--- config.mk ---
export PLATFORM = sky130hd
export DESIGN_NAME = timer3_reload_capture
export DESIGN_NICKNAME = d
export VERILOG_FILES = /design/src/rtl/timer3_reload_capture.v /design/src/rtl/edge_sync.v
export VERILOG_INCLUDE_DIRS = /design/src /design/src/rtl
export SDC_FILE = /design/constraint.sdc
export NUM_CORES = 1
export LEC_CHECK = 0
export BUFFER_PORTS_ARGS = -buffer_cell sky130_fd_sc_hd__buf_2
export CELL_PAD_IN_SITES_DETAIL_PLACEMENT = 0
export CELL_PAD_IN_SITES_GLOBAL_PLACEMENT = 2
export CORE_ASPECT_RATIO = 0.8
export CORE_UTILIZATION = 38
export CTS_CLUSTER_DIAMETER = 200
export DETAILED_ROUTE_END_ITERATION = 12
export PLACE_DENSITY = 0.94
export SLEW_MARGIN = 20
export SYNTH_ARGS = -nofsm -noshare
export SYNTH_HDL_FRONTEND = slang
export SYNTH_SLANG_ARGS = --single-unit
--- constraint.sdc ---
create_clock -name sys_clk -period 3.8 [get_ports sys_clk]
set_input_delay 0.76 -clock sys_clk [delete_from_list [all_inputs] [get_ports sys_clk]]
set_output_delay 0.76 -clock sys_clk [all_outputs]
set_load 0.02 [all_outputs]
--- src/rtl/timer3_defs.vh ---
`ifndef TIMER3_DEFS_VH
`define TIMER3_DEFS_VH
// ==========================================================
// Register addresses on the special-function bus
`define ADDR_CONTROL 8'h91
`define ADDR_RELOAD_LOW 8'h92
`define ADDR_RELOAD_HIGH 8'h93
`define ADDR_COUNT_LOW 8'h94
// ==========================================================
// Control register bit positions
`define BIT_UPPER_FLAG 7
`define BIT_LOWER_FLAG 6
`define BIT_LOWER_IRQ_EN 5
`define BIT_CAPTURE_EN 4
`define BIT_SPLIT 3
`define BIT_RUN 2
`define ALT_CLK_HI 1
`define ALT_CLK_LO 0
// ==========================================================
// Reset values and byte constants
`define BYTE_ZERO 8'h00
`define BYTE_MAX 8'hFF
`define CTRL_RESET 8'h00
// ==========================================================
// Alternate clock field codes
`define ALT_SYS_DIV12 2'b00
`define ALT_EXT_DIV8 2'b01
`define ALT_RESERVED 2'b10
`define ALT_OSC_DIV8 2'b11
// ==========================================================
// Divider ratios
`define SYS_DIV 12
`define SLOW_DIV 8
// Last divider states, sized to the divider registers
`define SYS_LAST 4'hB
`define SLOW_LAST 3'h7
`endif

--- src/rtl/timer3_reload_capture.v ---
// How it works
// Upper byte rollover sets sticky upper flag
// Upper flag raises interrupt when enabled
// Lower byte rollover sets sticky lower flag
// Lower overflow interrupts when also enabled
// Capture copies count to reload on fall
// Split bit picks 16-bit or 8+8 mode
// Run bit gates counting, upper only split
// Split lower counter always runs
// Alt field picks div12, ext/8, osc/8
// Slow clocks synchronised to system clock
// One alt clock shared, per-byte selects
// Two read/write reload bytes
// Count low byte readable and writable
// 16-bit rollover loads full reload value
// Split bytes reload from own reload byte
// Byte select one picks system clock
// Split interrupts on upper, optionally lower
// Interrupt level follows flags and enables
// Edge detect gives single-cycle enables
`timescale 1ns/10ps
`default_nettype none
`include "timer3_defs.vh"
module timer3_reload_capture (
  input wire sys_clk, // System clock, 10 MHz
  input wire rst_n, // Synchronous reset, active low
  input wire [7:0] sfr_addr, // Register address
  input wire sfr_wr, // Write strobe, one cycle
  input wire [7:0] sfr_wdata, // Write data
  output reg [7:0] sfr_rdata, // Read data, one cycle late
  input wire timer_irq_enable, // Timer interrupt enable
  input wire upper_byte_system_clock_select, // Upper byte uses system clock
  input wire lower_byte_system_clock_select, // Lower byte uses system clock
  input wire ext_clk, // External oscillator clock
  input wire low_freq_oscillator, // Low-frequency oscillator
  output wire irq, // Interrupt request level
  output reg [7:0] timer_three_count_high // Upper count byte
);
  // ==========================================================
  // Storage
  reg [7:0] timer_three_control_r; // Control register
  reg [7:0] timer_three_reload_low_r; // Reload low
  reg [7:0] timer_three_reload_high_r; // Reload high
  reg [7:0] timer_three_count_low_r; // Count low
  reg [3:0] div12_r; // System clock prescaler
  reg [2:0] ext_div_r; // External edge divider
  reg [2:0] osc_div_r; // Oscillator edge divider
  reg [7:0] ctrl_nxt; // Next control
  reg [7:0] rl_low_nxt; // Next reload low
  reg [7:0] rl_high_nxt; // Next reload high
  reg [7:0] cnt_low_nxt; // Next count low
  reg [7:0] cnt_high_nxt; // Next count high
  reg upper_set; // Upper flag set event, overflow or capture
  reg lower_set; // Lower overflow event
  reg alt_tick; // Alternate clock enable
  wire ext_rise; // External clock edge
  wire osc_rise; // Oscillator rising edge
  wire osc_fall; // Oscillator falling edge
  wire div12_tick; // System clock / 12
  wire ext8_tick; // External / 8
  wire osc8_tick; // Oscillator / 8
  wire [3:0] ext_div_step; // Next external divider value
  wire [3:0] osc_div_step; // Next oscillator divider value
  wire low_tick; // Lower byte enable
  wire high_tick; // Upper byte enable
  wire split_mode_select; // Split field
  wire run_control; // Run field
  wire osc_capture_enable; // Capture field
  wire lower_overflow_irq_enable; // Low irq enable field
  wire [1:0] alt_clock_select; // Alternate clock field
  wire capture; // Capture event this cycle

  assign split_mode_select = timer_three_control_r[`BIT_SPLIT];
  assign run_control = timer_three_control_r[`BIT_RUN];
  assign osc_capture_enable = timer_three_control_r[`BIT_CAPTURE_EN];
  assign lower_overflow_irq_enable = timer_three_control_r[`BIT_LOWER_IRQ_EN];
  assign alt_clock_select = timer_three_control_r[`ALT_CLK_HI:`ALT_CLK_LO];

  // Wrapping divider step, shared by all prescalers
  function [3:0] wrap_inc;
    input [3:0] value;
    input [3:0] last;
    begin
      wrap_inc = (value == last) ? 4'h0 : value + 4'h1;
    end
  endfunction

  // ==========================================================
  // Slow clock synchronisers
  // synchronise slow clocks
  edge_sync u_ext_sync (
    .sys_clk(sys_clk),
    .rst_n(rst_n),
    .async_in(ext_clk),
    .rise_pulse(ext_rise),
    .fall_pulse()
  );

  // oscillator edge pulses
  edge_sync u_osc_sync (
    .sys_clk(sys_clk),
    .rst_n(rst_n),
    .async_in(low_freq_oscillator),
    .rise_pulse(osc_rise),
    .fall_pulse(osc_fall)
  );

  // ==========================================================
  // Prescalers
  // Slow dividers step through the shared 4-bit helper, top bit unused
  assign ext_div_step = wrap_inc({1'b0, ext_div_r}, {1'b0, `SLOW_LAST});
  assign osc_div_step = wrap_inc({1'b0, osc_div_r}, {1'b0, `SLOW_LAST});

  // Dividing edges, not levels, keeps each tick one cycle wide
  always @(posedge sys_clk) begin
    if (!rst_n) begin
      div12_r <= 4'h0;
      ext_div_r <= 3'h0;
      osc_div_r <= 3'h0;
    end else begin
      div12_r <= wrap_inc(div12_r, `SYS_LAST);
      if (ext_rise) begin
        ext_div_r <= ext_div_step[2:0];
      end
      if (osc_rise) begin
        osc_div_r <= osc_div_step[2:0];
      end
    end
  end

  // single-cycle count enables
  assign div12_tick = (div12_r == `SYS_LAST);
  assign ext8_tick = ext_rise & (ext_div_r == `SLOW_LAST);
  assign osc8_tick = osc_rise & (osc_div_r == `SLOW_LAST);

  // alternate clock decode
  always @* begin
    case (alt_clock_select)
      `ALT_SYS_DIV12: alt_tick = div12_tick;
      `ALT_EXT_DIV8: alt_tick = ext8_tick;
      `ALT_OSC_DIV8: alt_tick = osc8_tick;
      // Reserved code never counts
      default: alt_tick = 1'b0;
    endcase
  end

  // per-byte system clock select
  // shared alternate clock
  assign low_tick = lower_byte_system_clock_select ? 1'b1 : alt_tick;
  assign high_tick = upper_byte_system_clock_select ? 1'b1 : alt_tick;

  assign capture = osc_capture_enable & osc_fall;

  // ==========================================================
  // Counter, reload and flag next state
  always @* begin
    cnt_low_nxt = timer_three_count_low_r;
    cnt_high_nxt = timer_three_count_high;
    rl_low_nxt = timer_three_reload_low_r;
    rl_high_nxt = timer_three_reload_high_r;
    ctrl_nxt = timer_three_control_r;
    upper_set = 1'b0;
    lower_set = 1'b0;
    // mode select
    if (!split_mode_select) begin
      // run gates whole counter; lower select clocks it
      if (run_control && low_tick) begin
        if (timer_three_count_low_r == `BYTE_MAX) begin
          // lower rollover
          lower_set = 1'b1;
          if (timer_three_count_high == `BYTE_MAX) begin
            // full reload on 16-bit rollover
            // upper rollover flag
            upper_set = 1'b1;
            cnt_low_nxt = timer_three_reload_low_r;
            cnt_high_nxt = timer_three_reload_high_r;
          end else begin
            cnt_low_nxt = `BYTE_ZERO;
            cnt_high_nxt = timer_three_count_high + 8'h01;
          end
        end else begin
          cnt_low_nxt = timer_three_count_low_r + 8'h01;
        end
      end
    end else begin
      // lower byte free-running in split mode
      if (low_tick) begin
        if (timer_three_count_low_r == `BYTE_MAX) begin
          // lower reload from own byte
          // lower rollover
          lower_set = 1'b1;
          cnt_low_nxt = timer_three_reload_low_r;
        end else begin
          cnt_low_nxt = timer_three_count_low_r + 8'h01;
        end
      end
      // run gates upper byte only
      if (run_control && high_tick) begin
        if (timer_three_count_high == `BYTE_MAX) begin
          // upper reload from own byte
          // upper rollover flag
          upper_set = 1'b1;
          cnt_high_nxt = timer_three_reload_high_r;
        end else begin
          cnt_high_nxt = timer_three_count_high + 8'h01;
        end
      end
    end
    // software writes to reload bytes
    // software write to count low wins over counting
    if (sfr_wr) begin
      case (sfr_addr)
        `ADDR_CONTROL: ctrl_nxt = sfr_wdata;
        `ADDR_RELOAD_LOW: rl_low_nxt = sfr_wdata;
        `ADDR_RELOAD_HIGH: rl_high_nxt = sfr_wdata;
        `ADDR_COUNT_LOW: cnt_low_nxt = sfr_wdata;
        // Other addresses belong to other blocks
        default: ctrl_nxt = ctrl_nxt;
      endcase
    end
    // capture count into reload, wins over a write
    if (capture) begin
      rl_low_nxt = timer_three_count_low_r;
      rl_high_nxt = timer_three_count_high;
      upper_set = 1'b1;
    end
    // Hardware set wins over a software clear in the same cycle
    if (upper_set) begin
      ctrl_nxt[`BIT_UPPER_FLAG] = 1'b1;
    end
    if (lower_set) begin
      ctrl_nxt[`BIT_LOWER_FLAG] = 1'b1;
    end
  end

  // ==========================================================
  // State registers
  always @(posedge sys_clk) begin
    if (!rst_n) begin
      timer_three_control_r <= `CTRL_RESET;
      timer_three_reload_low_r <= `BYTE_ZERO;
      timer_three_reload_high_r <= `BYTE_ZERO;
      timer_three_count_low_r <= `BYTE_ZERO;
      timer_three_count_high <= `BYTE_ZERO;
    end else begin
      timer_three_control_r <= ctrl_nxt;
      timer_three_reload_low_r <= rl_low_nxt;
      timer_three_reload_high_r <= rl_high_nxt;
      timer_three_count_low_r <= cnt_low_nxt;
      timer_three_count_high <= cnt_high_nxt;
    end
  end

  // ==========================================================
  // Registered read port; unmapped addresses read zero
  always @(posedge sys_clk) begin
    if (!rst_n) begin
      sfr_rdata <= `BYTE_ZERO;
    end else begin
      case (sfr_addr)
        `ADDR_CONTROL: sfr_rdata <= timer_three_control_r;
        `ADDR_RELOAD_LOW: sfr_rdata <= timer_three_reload_low_r;
        `ADDR_RELOAD_HIGH: sfr_rdata <= timer_three_reload_high_r;
        `ADDR_COUNT_LOW: sfr_rdata <= timer_three_count_low_r;
        default: sfr_rdata <= `BYTE_ZERO;
      endcase
    end
  end

  // ==========================================================
  // Interrupt level straight from flop outputs
  // upper flag request
  // lower flag request with its enable
  // split mode uses the same terms
  // level held while flags stand
  assign irq = timer_irq_enable &
               (timer_three_control_r[`BIT_UPPER_FLAG] |
                (timer_three_control_r[`BIT_LOWER_FLAG] & lower_overflow_irq_enable));
endmodule
`default_nettype wire

--- src/rtl/edge_sync.v ---
`timescale 1ns/10ps
`default_nettype none
// ==========================================================
// Two-flop synchroniser with edge pulses
module edge_sync (
  input wire sys_clk, // System clock
  input wire rst_n, // Synchronous reset, active low
  input wire async_in, // Slow clock from another source
  output reg rise_pulse, // One cycle on rising edge
  output reg fall_pulse // One cycle on falling edge
);
  reg meta_r; // First stage, read only by sync_r
  reg sync_r; // Second stage, safe to use
  reg last_r; // Previous synchronised value

  // Edges are taken from the second stage only, never the first
  always @(posedge sys_clk) begin
    if (!rst_n) begin
      meta_r <= 1'b0;
      sync_r <= 1'b0;
      last_r <= 1'b0;
      rise_pulse <= 1'b0;
      fall_pulse <= 1'b0;
    end else begin
      meta_r <= async_in;
      sync_r <= meta_r;
      last_r <= sync_r;
      rise_pulse <= sync_r & ~last_r;
      fall_pulse <= ~sync_r & last_r;
    end
  end
endmodule
`default_nettype wire

==> metrics.txt <==
status=completed; fraction of layout cells with a size suffix above 1=18.6%; worst relative slew slack=38.1%; Post-CTS Repair Setup Buffers=0; final RePlAce weighted congestion=0.868; total power=1.28 mW; register area share after synthesis=39.7%; synthesized netlist cell count=379; Worst Path Buf+Inv=0; CP arrival=2.77 ns; Initial Utilization=39.5%; Post-synth ARST share=0%; Total GRT Usage=21.0%; Routed wire per std cell=17.6 um; Antenna Diode Count=0; final critical-path share of the clock period=66.1%; Fin Setup TNS=0 ns; detailed placement HPWL=6.48 mm; critical-path cell list=ha_1, and3_1, and2_4, nand2_4, o22ai_4, a21oi_1, a311oi_1; Final #Nets=440; Max Buffers Root-to-Sink=2; Finished Cell Area=0.00376 mm^2; clk sink count=67; main flop type after synthesis=dfxtp_1; row cnt=30; Post-synth EDFFs=0; worst-margin pin slew=0.926 ns; Leak=1.50 nW; die area=0.00927 mm^2; TritonCTS clock tree=built; commonest cells after routing, fill and taps aside=dfxtp_1, a21oi_1, buf_2; Num CTS Buffers=9; multi-input logic area=0.00189 mm^2; overall routed net length=9.27 mm; FMAX=398 MHz; IO Pins=41; Via Count=3067; FF+latch area=0.00134 mm^2; area delta synth->final=11.4%; HP Class=flop to flop; final setup violation count=0; post-synthesis net count=410; Hold Worst Slack=0.400 ns; Die X=107 um; Syn Area/Cell=8.91 um^2; Worst path top cell family by delay=compound AO/OA/AOI/OAI gates; synth unique cells=62; Clock Latency Late Sink=0.35 ns; unrepaired setup endpoints after global routing=false; post-synthesis register bit count=67; Fillers=874; CTS resizes=0; first-pass GRT wire length=14.7 mm; Mapped Area=0.00338 mm^2; Area after DPL=0.00360 mm^2; core area=0.00856 mm^2; Pwr Density=341 mW/mm^2; crit end category=flop; CP Launch Type=flop; Residual DRC=0; Fin Clk Skew=0.00874 ns; WP data required=4.06 ns; hold_buf cts=0; DRT Pass-1 Iters=7; die height=86.3 um; H-tree depth=3; number of buffers inserted by port buffering=40; Root Driver=clkbuf_8; MaxCap Viol Count=0; global route overflow=0; peak supply drop=0.215 mV; Post-Place Cells=510; initial antenna violation count=0; Critical Path Max Stage Delay=0.49 ns; Iteration-0 DRC Markers=313; maximum fanout along the worst path=17; clk slew on worst S/H paths=0.07 ns; Yosys warnings=0; Vias/cell=5.83; slowest CP cell=dfxtp_1; type of the worst setup path=flop to flop; Non-Filler Instances=526; ANT nets after route=0; vias in the first global route=2673; commonest non-fill, non-tap cell in the layout=dfxtp_1; Hold Vio Cnt, Final=0; largest net degree at the start of global routing=37; max-slew violations=0; fin crit period=2.51 ns
[registers in the layout, summed over array words and instances, names as in the netlist, 3 cells and up]
| name | cells |
|---|---|
| sfr_rdata | 8 |
| timer_three_count_low_r | 8 |
| timer_three_control_r | 8 |
| osc_div_r | 3 |
| timer_three_count_high | 8 |
| timer_three_reload_high_r | 8 |
| ext_div_r | 3 |
| timer_three_reload_low_r | 8 |
| div12_r | 4 |
[cells by family after synthesis]
family	after synthesis	synth area share, %
AO/OA/AOI/OAI	123	23.7
XOR/XNOR	3	0.778
adder cells (fa/ha/maj)	7	2.59
buffers and inverters	25	4.22
flip-flops	67	39.7
multiplexers	26	7.71
AND/OR/NAND/NOR	128	21.2
[through the flow]
step | utilization [%] | setup slack (ns)
global placement | 42.1 | 1.29
detailed placement | 42.1 | 1.23
CTS | 44.0 | 1.34
global route | 44.0 | 1.17
floorplan | - | 1.57
finish | 44.0 | 1.29
[report_power, final]
group          leakage (nW)  switching, mW  internal, mW
registers             0.541        0.00511         0.709
clock network        0.0791          0.270         0.233
logic                 0.881         0.0408        0.0237
[final timing paths]
kind | startpoint | endpoint | slack (ns) | depth (start not counted)
max | timer_three_count_low_r[0] | timer_three_count_high[5] | 1.29 | 7
max reg2reg | timer_three_count_low_r[0] | timer_three_count_high[5] | 1.29 | 7
min reg2reg | u_ext_sync.last_r | u_ext_sync.rise_pulse | 0.40 | 1
min | u_ext_sync.last_r | u_ext_sync.rise_pulse | 0.40 | 1
[routing by layer]
| layer | vias up | routed length, um | global-route usage, % |
|---|---|---|---|
| li1 | 1471 | - | - |
| met1 | 1453 | 4430 | 29.8 |
| met2 | 133 | 3970 | 31.4 |
| met3 | 10 | 787 | 6.02 |
| met4 | 0 | 92 | 5.11 |
| met5 | - | 0 | 0 |
[layout make-up]
class | instances | area share, %
Sequential cell | 67 | 35.7
Multi-Input combinational cell | 287 | 50.3
Clock buffer | 11 | 3.49
Clock inverter | 5 | 0.798
Inverter | 1 | 0.0998
Tap cell | 112 | 3.72
Timing Repair Buffer | 43 | 5.92
[cells in the mapped netlist, types with 3 or more instances]
master	n	area, um^2
dfxtp_1	67	1340
a21oi_1	50	250
nand2_1	36	135
mux2i_1	26	260
o21ai_0	26	130
nor2_1	25	93.8
nand3_1	17	85.1
clkbuf_1	14	52.6
a222oi_1	8	80.1
a31oi_1	8	50.1
and2_1	8	50.1
ha_1	7	87.6
and3_1	5	31.3
a311oi_1	4	35.0
buf_6	4	45.0
nand4_1	4	25.0
o211ai_1	4	30.0
a21boi_0	3	22.5
buf_2	3	15.0
nand2_2	3	18.8
nand3b_1	3	22.5
nor2b_1	3	18.8
Note: power is estimated with default switching activity, not from simulation.
